File: src/t1_err_pkg.sv
// Purpose: shared constants for the receive error counter block
// Assumes: 100 MHz mclk, registers reached over classic Wishbone
// Notes: register indices are word indices, byte address is index * 4
package t1_err_pkg;

    ////////////////////////////////////////////////////////////////////////
    // timing
    localparam int unsigned CLK_PERIOD_NS = 10;
    localparam int unsigned ONE_SECOND_NS = 1_000_000_000;
    localparam int unsigned SECOND_CYCLES = ONE_SECOND_NS / CLK_PERIOD_NS;

    ////////////////////////////////////////////////////////////////////////
    // counter widths
    localparam int unsigned LCV_WIDTH = 16;
    localparam int unsigned PATH_WIDTH = 12;
    localparam int unsigned OOS_WIDTH = 12;

    ////////////////////////////////////////////////////////////////////////
    // bus
    localparam int unsigned ADR_WIDTH = 10;
    localparam int unsigned DAT_WIDTH = 32;
    localparam int unsigned SEL_WIDTH = 4;

    ////////////////////////////////////////////////////////////////////////
    // register indices
    localparam logic [7:0] IDX_LCV_HI = 8'h23;
    localparam logic [7:0] IDX_LCV_LO = 8'h24;
    localparam logic [7:0] IDX_HIGH_NIBBLES = 8'h25;
    localparam logic [7:0] IDX_PATH_LO = 8'h26;
    localparam logic [7:0] IDX_OOS_LO = 8'h27;
    localparam logic [7:0] IDX_CTRL = 8'h30;
    localparam logic [7:0] IDX_STATUS = 8'h31;
    localparam logic [7:0] IDX_MASK = 8'h32;

    ////////////////////////////////////////////////////////////////////////
    // control fields
    localparam int unsigned CTRL_EXCESS_ZERO = 0;
    localparam int unsigned CTRL_ZERO_SUB = 1;
    localparam int unsigned CTRL_FRAMING_ESF = 2;
    localparam int unsigned CTRL_COUNT_FS = 3;
    localparam int unsigned CTRL_OOS_SEL = 4;
    localparam int unsigned CTRL_WIDTH = 5;
    localparam logic [4:0] CTRL_RESET = 5'h00;

    ////////////////////////////////////////////////////////////////////////
    // status and mask fields
    localparam int unsigned STAT_SECOND = 0;
    localparam int unsigned STAT_SATURATED = 1;
    localparam int unsigned STAT_WIDTH = 2;
    localparam logic [1:0] STAT_RESET = 2'h0;
    localparam logic [1:0] MASK_RESET = 2'h0;

endpackage

File: src/sat_err_counter.sv
// Purpose: saturating running counter with a held copy for the host
// Assumes: inc is the number of events in this cycle, at most 2
// Notes: latch moves the running total into the held copy
`timescale 1ns/10ps
module sat_err_counter #(
    parameter int unsigned W = t1_err_pkg::PATH_WIDTH
) (
    // clock and reset
    input wire logic mclk,
    input wire logic resetn,
    // events
    input wire logic [1:0] inc,
    input wire logic latch,
    // counts
    output logic [W-1:0] run_q,
    output logic [W-1:0] held_q,
    output logic full
);
    import t1_err_pkg::*;

    localparam logic [W-1:0] MAX = '1;

    function automatic logic [W-1:0] sat_add(input logic [W-1:0] a,
                                             input logic [1:0] b);
        logic [W:0] s;
        s = {1'b0, a} + {{(W-1){1'b0}}, b};
        return s[W] ? MAX : s[W-1:0];
    endfunction

    // restart on the transfer edge, this cycle's events go with it
    always_ff @(posedge mclk) begin
        if (!resetn) begin
            run_q <= '0;
        end else if (latch) begin
            run_q <= '0;
        end else begin
            run_q <= sat_add(run_q, inc);
        end
    end

    always_ff @(posedge mclk) begin
        if (!resetn) begin
            held_q <= '0;
        end else if (latch) begin
            held_q <= sat_add(run_q, inc);
        end
    end

    assign full = (run_q == MAX);
endmodule

File: src/t1_receive_error_counters.sv
// Purpose: receive line, path and out-of-sync error counters for T1
// Assumes: event inputs are one-cycle pulses synchronous to mclk
// Notes: counts are transferred to host registers once per second
//
// The implementer's own choice: register access over Wishbone.
`timescale 1ns/10ps
module t1_receive_error_counters #(
    parameter int unsigned SECOND_CYCLES = t1_err_pkg::SECOND_CYCLES,
    parameter int unsigned LCV_W = t1_err_pkg::LCV_WIDTH,
    parameter int unsigned PATH_W = t1_err_pkg::PATH_WIDTH,
    parameter int unsigned OOS_W = t1_err_pkg::OOS_WIDTH
) (
    // clock and reset
    input wire logic mclk,
    input wire logic resetn,
    // wishbone slave
    input wire logic wb_cyc_i,
    input wire logic wb_stb_i,
    input wire logic wb_we_i,
    input wire logic [t1_err_pkg::ADR_WIDTH-1:0] wb_adr_i,
    input wire logic [t1_err_pkg::SEL_WIDTH-1:0] wb_sel_i,
    input wire logic [t1_err_pkg::DAT_WIDTH-1:0] wb_dat_i,
    output logic [t1_err_pkg::DAT_WIDTH-1:0] wb_dat_o,
    output logic wb_ack_o,
    // line decoder events
    input wire logic bpv_evt,
    input wire logic codeword_viol,
    input wire logic zeros8_evt,
    input wire logic zeros16_evt,
    // framer events
    input wire logic rx_sync_lost,
    input wire logic crc6_err_evt,
    input wire logic ft_err_evt,
    input wire logic fs_err_evt,
    input wire logic fps_err_evt,
    input wire logic rx_multiframe_evt,
    // interrupt
    output logic irq
);
    import t1_err_pkg::*;

    ////////////////////////////////////////////////////////////////////////
    // register state

    logic [CTRL_WIDTH-1:0] ctrl_reg;
    logic [STAT_WIDTH-1:0] status_reg;
    logic [STAT_WIDTH-1:0] status_next;
    logic [STAT_WIDTH-1:0] mask_reg;
    logic [31:0] sec_cnt_reg;
    logic ack_reg;
    logic [DAT_WIDTH-1:0] dat_reg;
    logic second_tick;
    logic bus_req;
    logic [7:0] idx;
    logic [7:0] rd_byte;

    logic excess_zero_count_en;
    logic rx_zero_substitution_mode;
    logic rx_framing_select;
    logic count_fs_errors_en;
    logic oos_count_select;

    logic [1:0] lcv_inc;
    logic [1:0] path_inc;
    logic [1:0] oos_inc;
    logic lcv_bpv_cnt;
    logic lcv_zero_cnt;

    logic [LCV_W-1:0] lcv_run;
    logic [LCV_W-1:0] line_violation_counter;
    logic [PATH_W-1:0] path_run;
    logic [PATH_W-1:0] path_error_counter;
    logic [OOS_W-1:0] oos_run;
    logic [OOS_W-1:0] out_of_sync_counter;
    logic lcv_full;
    logic path_full;
    logic oos_full;

    assign excess_zero_count_en = ctrl_reg[CTRL_EXCESS_ZERO];
    assign rx_zero_substitution_mode = ctrl_reg[CTRL_ZERO_SUB];
    assign rx_framing_select = ctrl_reg[CTRL_FRAMING_ESF];
    assign count_fs_errors_en = ctrl_reg[CTRL_COUNT_FS];
    assign oos_count_select = ctrl_reg[CTRL_OOS_SEL];

    ////////////////////////////////////////////////////////////////////////
    // one-second timer

    always_ff @(posedge mclk) begin
        if (!resetn) begin
            sec_cnt_reg <= 32'h00000000;
        end else if (second_tick) begin
            sec_cnt_reg <= 32'h00000000;
        end else begin
            sec_cnt_reg <= sec_cnt_reg + 32'h00000001;
        end
    end

    assign second_tick = (sec_cnt_reg == 32'(SECOND_CYCLES - 1));

    ////////////////////////////////////////////////////////////////////////
    // event selection

    // substitution code words carry violations that are not errors
    assign lcv_bpv_cnt = bpv_evt
        && !(rx_zero_substitution_mode && codeword_viol);
    assign lcv_zero_cnt = excess_zero_count_en
        && (rx_zero_substitution_mode ? zeros8_evt
                                      : zeros16_evt);
    // no sync qualifier here: keeps counting while out of sync
    assign lcv_inc = {1'b0, lcv_bpv_cnt} + {1'b0, lcv_zero_cnt};

    always_comb begin
        path_inc = 2'h0;
        if (rx_sync_lost) begin
            path_inc = 2'h0;
        end else if (rx_framing_select) begin
            path_inc = {1'b0, crc6_err_evt};
        end else begin
            path_inc = {1'b0, ft_err_evt}
                + {1'b0, count_fs_errors_en && fs_err_evt};
        end
    end

    always_comb begin
        oos_inc = 2'h0;
        if (oos_count_select) begin
            oos_inc = {1'b0, rx_multiframe_evt && rx_sync_lost};
        end else if (!rx_sync_lost) begin
            oos_inc = {1'b0, rx_framing_select ? fps_err_evt
                                               : ft_err_evt};
        end
    end

    ////////////////////////////////////////////////////////////////////////
    // counters

    sat_err_counter #(.W(LCV_W)) u_lcv (
        .mclk(mclk),
        .resetn(resetn),
        .inc(lcv_inc),
        .latch(second_tick),
        .run_q(lcv_run),
        .held_q(line_violation_counter),
        .full(lcv_full)
    );

    sat_err_counter #(.W(PATH_W)) u_path (
        .mclk(mclk),
        .resetn(resetn),
        .inc(path_inc),
        .latch(second_tick),
        .run_q(path_run),
        .held_q(path_error_counter),
        .full(path_full)
    );

    sat_err_counter #(.W(OOS_W)) u_oos (
        .mclk(mclk),
        .resetn(resetn),
        .inc(oos_inc),
        .latch(second_tick),
        .run_q(oos_run),
        .held_q(out_of_sync_counter),
        .full(oos_full)
    );

    ////////////////////////////////////////////////////////////////////////
    // wishbone slave

    assign bus_req = wb_cyc_i && wb_stb_i && !ack_reg;
    assign idx = wb_adr_i[9:2];

    always_comb begin
        case (idx)
            IDX_LCV_HI: rd_byte = line_violation_counter[15:8];
            IDX_LCV_LO: rd_byte = line_violation_counter[7:0];
            IDX_HIGH_NIBBLES: rd_byte = {out_of_sync_counter[11:8],
                path_error_counter[11:8]};
            IDX_PATH_LO: rd_byte = path_error_counter[7:0];
            IDX_OOS_LO: rd_byte = out_of_sync_counter[7:0];
            IDX_CTRL: rd_byte = {3'h0, ctrl_reg};
            IDX_STATUS: rd_byte = {6'h00, status_reg};
            IDX_MASK: rd_byte = {6'h00, mask_reg};
            default: rd_byte = 8'h00;
        endcase
    end

    // one-cycle answer, dropped the cycle after it is given
    always_ff @(posedge mclk) begin
        if (!resetn) begin
            ack_reg <= 1'b0;
        end else begin
            ack_reg <= bus_req;
        end
    end

    always_ff @(posedge mclk) begin
        if (!resetn) begin
            dat_reg <= 32'h00000000;
        end else if (bus_req && !wb_we_i) begin
            dat_reg <= {24'h000000, rd_byte};
        end
    end

    assign wb_ack_o = ack_reg;
    assign wb_dat_o = dat_reg;

    ////////////////////////////////////////////////////////////////////////
    // control and mask registers

    always_ff @(posedge mclk) begin
        if (!resetn) begin
            ctrl_reg <= CTRL_RESET;
        end else if (bus_req && wb_we_i && wb_sel_i[0]
                     && idx == IDX_CTRL) begin
            ctrl_reg <= wb_dat_i[CTRL_WIDTH-1:0];
        end
    end

    always_ff @(posedge mclk) begin
        if (!resetn) begin
            mask_reg <= MASK_RESET;
        end else if (bus_req && wb_we_i && wb_sel_i[0]
                     && idx == IDX_MASK) begin
            mask_reg <= wb_dat_i[STAT_WIDTH-1:0];
        end
    end

    ////////////////////////////////////////////////////////////////////////
    // sticky status, write one to clear, set wins

    always_comb begin
        status_next = status_reg;
        if (bus_req && wb_we_i && wb_sel_i[0] && idx == IDX_STATUS) begin
            status_next = status_reg & ~wb_dat_i[STAT_WIDTH-1:0];
        end
        if (second_tick) begin
            status_next[STAT_SECOND] = 1'b1;
        end
        if (second_tick && (lcv_full || path_full || oos_full)) begin
            status_next[STAT_SATURATED] = 1'b1;
        end
    end

    always_ff @(posedge mclk) begin
        if (!resetn) begin
            status_reg <= STAT_RESET;
        end else begin
            status_reg <= status_next;
        end
    end

    assign irq = |(status_reg & mask_reg);
endmodule

File: config.mk
export PLATFORM = sky130hd
export DESIGN_NAME = t1_receive_error_counters
export DESIGN_NICKNAME = d
export VERILOG_FILES = /design/src/t1_err_pkg.sv /design/src/sat_err_counter.sv /design/src/t1_receive_error_counters.sv
export SDC_FILE = /design/constraint.sdc
export NUM_CORES = 1
export LEC_CHECK = 0
export ABC_AREA = 1
export BUFFER_PORTS_ARGS = -buffer_cell sky130_fd_sc_hd__buf_2
export CORE_MARGIN = 5
export CORE_UTILIZATION = 52
export DETAILED_ROUTE_END_ITERATION = 10
export PLACE_DENSITY = 0.76
export SETUP_SLACK_MARGIN = 0.4
export SLEW_MARGIN = 10
export SYNTH_ARGS = -nofsm -noshare
export SYNTH_HDL_FRONTEND = slang
export SYNTH_SLANG_ARGS = --single-unit
File: constraint.sdc
create_clock -name mclk -period 2.2 [get_ports mclk]
set_input_delay 0.11 -clock mclk [delete_from_list [all_inputs] [get_ports mclk]]
set_output_delay 0.11 -clock mclk [all_outputs]
set_load 0.01 [all_outputs]
Word level (Yosys, flattened, before mapping)
Index checks and enable logic that the tools add are counted.
{"block": "word_totals", "regBits": 130, "inputBits": 61}
{"block": "classes", "addsub": 6, "eq_ne": 12, "n_mux": 13, "bitwise_logic": 4, "reduce_logical": 23}
{"operator": "8-bit by 6-bit equality test with 1-bit output (second input constant)", "count": 8}
{"operator": "8-bit case mux with 8 select lines", "count": 1}
{"operator": "32-bit by 1-bit adder with 32-bit output (second input constant)", "count": 1}
{"operator": "32-bit by 27-bit equality test with 1-bit output (second input constant)", "count": 1}
{"operator": "12-bit equality test (second input constant)", "count": 2}
{"operator": "12-bit two-way mux", "count": 2}
{"operator": "16-bit by 2-bit adder with 17-bit output", "count": 1}
{"operator": "16-bit equality test (second input constant)", "count": 1}
{"operator": "16-bit two-way mux", "count": 1}
{"operator": "1-bit logical AND", "count": 14}
{"operator": "12-bit by 1-bit adder with 13-bit output", "count": 1}
{"operator": "12-bit by 2-bit adder with 13-bit output", "count": 1}
{"operator": "1-bit two-way mux", "count": 6}
{"operator": "2-bit two-way mux", "count": 3}
{"operator": "1-bit by 1-bit adder with 2-bit output", "count": 2}
{"operator": "2-bit AND", "count": 2}
{"operator": "2-bit nonzero test", "count": 2}
{"operator": "2-bit OR reduction", "count": 2}
{"operator": "1-bit zero test", "count": 3}
{"operator": "1-bit logical OR", "count": 2}
{"operator": "2-bit NOT", "count": 1}
{"operator": "1-bit NOT", "count": 1}

Logic depth before layout (Yosys ltp)
{"block": "depth", "word_depth": 7, "depth_mapped": 17}

Hierarchy
A second synthesis with hierarchy kept.
{"block": "hier_totals", "hier_cells": 1059, "hier_area_um2": 7074.3}
{"module": "t1_receive_error_counters", "instances": 1, "cells_per_inst": 521, "area_per_inst_um2": 3263.1, "seq_area_each_um2": 1001.0}
{"module": "sat_err_counter (u_oos ...)", "instances": 2, "cells_per_inst": 161, "area_per_inst_um2": 1151.1, "seq_area_each_um2": 480.5}
{"module": "sat_err_counter (u_lcv)", "instances": 1, "cells_per_inst": 216, "area_per_inst_um2": 1508.9, "seq_area_each_um2": 640.6}

Worst setup path after synthesis
No wires, ideal clock.
{"block": "synth_path", "path_type": "flip-flop to flip-flop", "start": "register ctrl_reg[3]", "end": "register u_path.held_q[0]", "arrival_ns": 2.184, "t_required_ns": 2.133, "setup_slack_ns": -0.051, "path_stages_with_launch": 17, "path_buffers": 0, "synth_period_minus_slack_ns": 2.251, "path_cell_list": "dfxtp_1 > nand2_1 > inv_1 > ha_1 > nand2_1 > a21oi_1 > ha_1 > inv_1 > fa_1 > nor2_1 > nand2_1 > inv_1 > nand2_1 > inv_1 > or2_2 > inv_1 > o21ai_2"}
{"block": "synth_between", "elab_chain_cells": 6}
{"element": "start: declaration", "line_no": "t1_receive_error_counters.sv:45", "rtl": "logic [CTRL_WIDTH-1:0] ctrl_reg;"}
{"element": "start signal: assignment", "line_no": "t1_receive_error_counters.sv:216", "rtl": "ctrl_reg <= wb_dat_i[CTRL_WIDTH-1:0];"}
{"element": "1-bit logical AND", "line_no": "t1_receive_error_counters.sv:120", "rtl": "+ {1'b0, count_fs_errors_en && fs_err_evt};"}
{"element": "1-bit by 1-bit adder with 2-bit output", "line_no": "t1_receive_error_counters.sv:120"}
{"element": "2-bit two-way mux", "line_no": "t1_receive_error_counters.sv:116", "rtl": "end else if (rx_framing_select) begin"}
{"element": "2-bit two-way mux", "line_no": "t1_receive_error_counters.sv:114", "rtl": "if (rx_sync_lost) begin"}
{"element": "12-bit by 2-bit adder with 13-bit output", "line_no": "sat_err_counter.sv:26", "rtl": "s = {1'b0, a} + {{(W-1){1'b0}}, b};"}
{"element": "12-bit two-way mux", "line_no": "sat_err_counter.sv:27", "rtl": "return s[W] ? MAX : s[W-1:0];"}
{"element": "end signal: assignment", "line_no": "sat_err_counter.sv:45", "rtl": "held_q <= sat_add(run_q, inc);"}
{"element": "end: declaration", "line_no": "sat_err_counter.sv:16", "rtl": "output logic [W-1:0] held_q,"}
No other way between the ends.
A chain may end at the register's enable or synchronous reset.

Worst setup path in the final report
Same ends and word-level chain as after synthesis.

==> results.md <==
* Max FFs per register at 32
* Total power at 5611 uW
* Final WS setup at -0.1034 ns
* Max_slew headroom at 54.89%
* DIE HEIGHT at 123.9 microns
* Syn Inst Count at 977
* Cell variety after synth at 40
* Setup violators final at 26
* Final ANT Viol Nets at 0
* Root buf cell: clkbuf_16
* Final min period at 2.303 ns
* Die width at 123.9 microns
* GPL Wtd Cong at 0.8584
* TritonRoute pass-1 iters at 6
* # IOs at 95
* Max Cap Viol at 0
* Total grt overflow at 0
* Violated checks: setup timing
* Commonest non-fill, non-tap cells in the layout: nand2_1, dfxtp_1, nor2_1, nand3_1, inv_1
* DRC Markers at 0
* Leak at 0.003689 uW
* CP delay by family, top: adder cells
* HPWL after DPL at 11.37 mm
* Die area at 15350 sq um
* Fillers at 991
* Global-route wire length before repair at 28.19 mm
* Diodes inserted at 0
* CP Max Fanout at 8
* Critical Path AT at 2.65 ns
* Layout cell share with drive strength beyond 1 at 26.98%
* Post-synth top flop: dfxtp_1
* Max clock buf depth at 2
* CP startpoint kind: flip-flop
* Yosys warning total at 0
* Pin count of the biggest net entering global routing at 41
* Peak supply drop at 0.0006265 V
* Final max-slew violation count at 0
* DR vias/cell at 5.252
* Tcrit/Tclk final at 104.7%
* I/O Buffers at 38
* H-tree Lvls at 4
* Commonest non-fill, non-tap cell in the layout: nand2_1
* Global Route Usage Sum at 23.21%
* Worst Clk Skew at 0.008695 ns
* Sequential area share after synthesis at 38.57%
* Core area at 12670 sq um
* Setup WS pre-CTS at -0.1556 ns
* Rows at 41
* Pwr dens at 642.3 nW/um^2
* Synth async-reset ratio at 0%
* Area grow syn2layout at 29.46%
* Crit path buffers/inverters at 5
* Final hold vios at 0
* Starting DRT DRC Count at 627
* Clock tree from TritonCTS: built
* Clock-pin slew on the worst setup and hold paths at 0.06 ns
* Mean Syn Cell Area at 6.907 sq um
* Vias at 6607
* Worst-skew pair later-pin latency at 0.42 ns
* Status: finished with violations
* Initial core utilization at 53.25%
* Slowest cell on crit path: fa_2
* Crit Path Class: flip-flop to flip-flop
* Hold Path Class: primary input to flip-flop
* Cell area after synthesis at 6748 sq um
* Initial antenna violation count at 0
* CTS buffer count at 17
* RSZ-0062 raised after global routing: true
* Number of flops mapped to enable cells by yosys at 0
* Max Clock Freq at 434.1 MHz
* CP required at 2.55 ns
* Number of clock sinks at 130
* Critical-path cell list: nand2_1 -> inv_1 -> ha_1 -> nand2_1 -> a21oi_2 -> ha_2 -> inv_2 -> fa_2 -> nor2_4 -> nand2_2 -> inv_2 -> nand2_4 -> inv_4 -> or2_4 -> inv_2 -> o21ai_2
* Crit end category: flip-flop
* Total Routed Length at 18.20 mm
* Avg WL per Cell at 14.46 microns
* Most frequent CP cell: inv_2
* Vias in the first global route at 5977
* Worst slew pin tran at 0.6760 ns
* Nets at 1143
* Worst path max stage delay at 0.36 ns
* #FFs+latches synth at 130
[final cells by class]
| type | instances | area, sq um | area share [%] |
|---|---|---|---|
| Sequential cell | 130 | 2615 | 29.93 |
| Inverter | 102 | 390.4 | 4.469 |
| Clock buffer | 21 | 460.4 | 5.271 |
| Clock inverter | 11 | 158.9 | 1.819 |
| Timing Repair Buffer | 96 | 763.2 | 8.737 |
| Tap cell | 172 | 215.2 | 2.463 |
| Multi-Input combinational cell | 726 | 4133 | 47.31 |
[power by group]
group,switching (uW),internal (uW)
sequential,12.3,2370
clock,1040,1940
combinational,155,91.7
[per-layer routing]
| layer | vias up | GRT usage [%] | wire (microns) |
|---|---|---|---|
| met5 | - | 0 | 0 |
| met2 | 207 | 38.90 | 8843 |
| met4 | 0 | 5.065 | 252 |
| li1 | 3290 | - | - |
| met3 | 26 | 5.586 | 1064 |
| met1 | 3084 | 30.53 | 8034 |
[stage by stage]
stage	cell area, sq um	setup TNS, ns	std cells	hold slack, ns	util [%]
4_1_cts	8447	-0.3796	1241	0.01347	66.66
5_1_grt	8736	-4.138	1258	0.05842	68.94
3_3_place_gp	7237	-0.1334	1191	0.3503	57.11
2_1_floorplan	6990	0	1000	0.2510	-
6_report	8736	-0.8303	1258	0.02093	68.94
3_5_place_dp	7237	-1.178	1191	0.3608	57.11
[what timing repair did]
| action | CTS | global route |
|---|---|---|
| endpoints found under the hold margin | 7 | 0 |
| buffers inserted | 11 | 15 |
| pin swaps | 66 | 43 |
| hold buffers | 5 | 0 |
| endpoints found under the setup margin | 112 | 113 |
| resized for setup | 119 | 40 |
| cloned | 2 | 2 |
[synthesized netlist by cell type (2+ instances only)]
| cell | n | area [sq um] |
|---|---|---|
| nor2_1 | 149 | 559.3 |
| nand3b_1 | 5 | 37.54 |
| nand4_1 | 12 | 75.07 |
| buf_2 | 4 | 20.02 |
| o21ai_2 | 20 | 175.2 |
| o21ai_1 | 15 | 75.07 |
| nand2_2 | 3 | 18.77 |
| xnor2_1 | 6 | 52.55 |
| ha_1 | 7 | 87.58 |
| nor4_1 | 2 | 12.51 |
| nor3_2 | 4 | 40.04 |
| xor2_1 | 14 | 122.6 |
| inv_1 | 96 | 360.4 |
| nor2_2 | 6 | 37.54 |
| inv_2 | 5 | 18.77 |
| nand3_2 | 2 | 20.02 |
| and2_1 | 5 | 31.28 |
| or2_2 | 7 | 43.79 |
| o21ai_0 | 25 | 125.1 |
| nor3_1 | 34 | 170.2 |
| dfxtp_1 | 130 | 2603 |
| nand3_1 | 92 | 460.4 |
| buf_4 | 25 | 187.7 |
| clkbuf_1 | 3 | 11.26 |
| a21oi_1 | 34 | 170.2 |
| nand2_1 | 243 | 912.1 |
| o21a_1 | 2 | 15.01 |
| nand3_4 | 2 | 35.03 |
| fa_1 | 2 | 40.04 |
| buf_6 | 13 | 146.4 |
[cell families (layout without fill, tap and decap cells)]
logic type | Yosys count | after routing | synth area share [%]
and+or+nand+nor | 571 | 574 | 37.12
buffers and inverters | 147 | 230 | 11.09
DFF | 130 | 130 | 38.57
AOI/OAI and AO/OA | 99 | 99 | 8.678
xor gates and xnor gates | 20 | 20 | 2.596
adders and majority gates | 9 | 9 | 1.891
other | 1 | 24 | 0.05557
[worst min-delay path: cells and delay by family]
kind,cells,cell delay [ns]
buffers and inverters,2,0.15
and+or+nand+nor,3,0.13
[worst paths after layout]
kind,start,to,slack [ns],cells after the start
setup / recovery,ctrl_reg[3],u_path.held_q[0],-0.10,16
hold / removal,wb_stb_i,wb_ack_o,0.02,5
setup reg to reg,ctrl_reg[3],u_path.held_q[0],-0.10,16
hold reg to reg,sec_cnt_reg[0],sec_cnt_reg[0],0.44,1
Note: power is estimated with default switching activity, not from simulation.
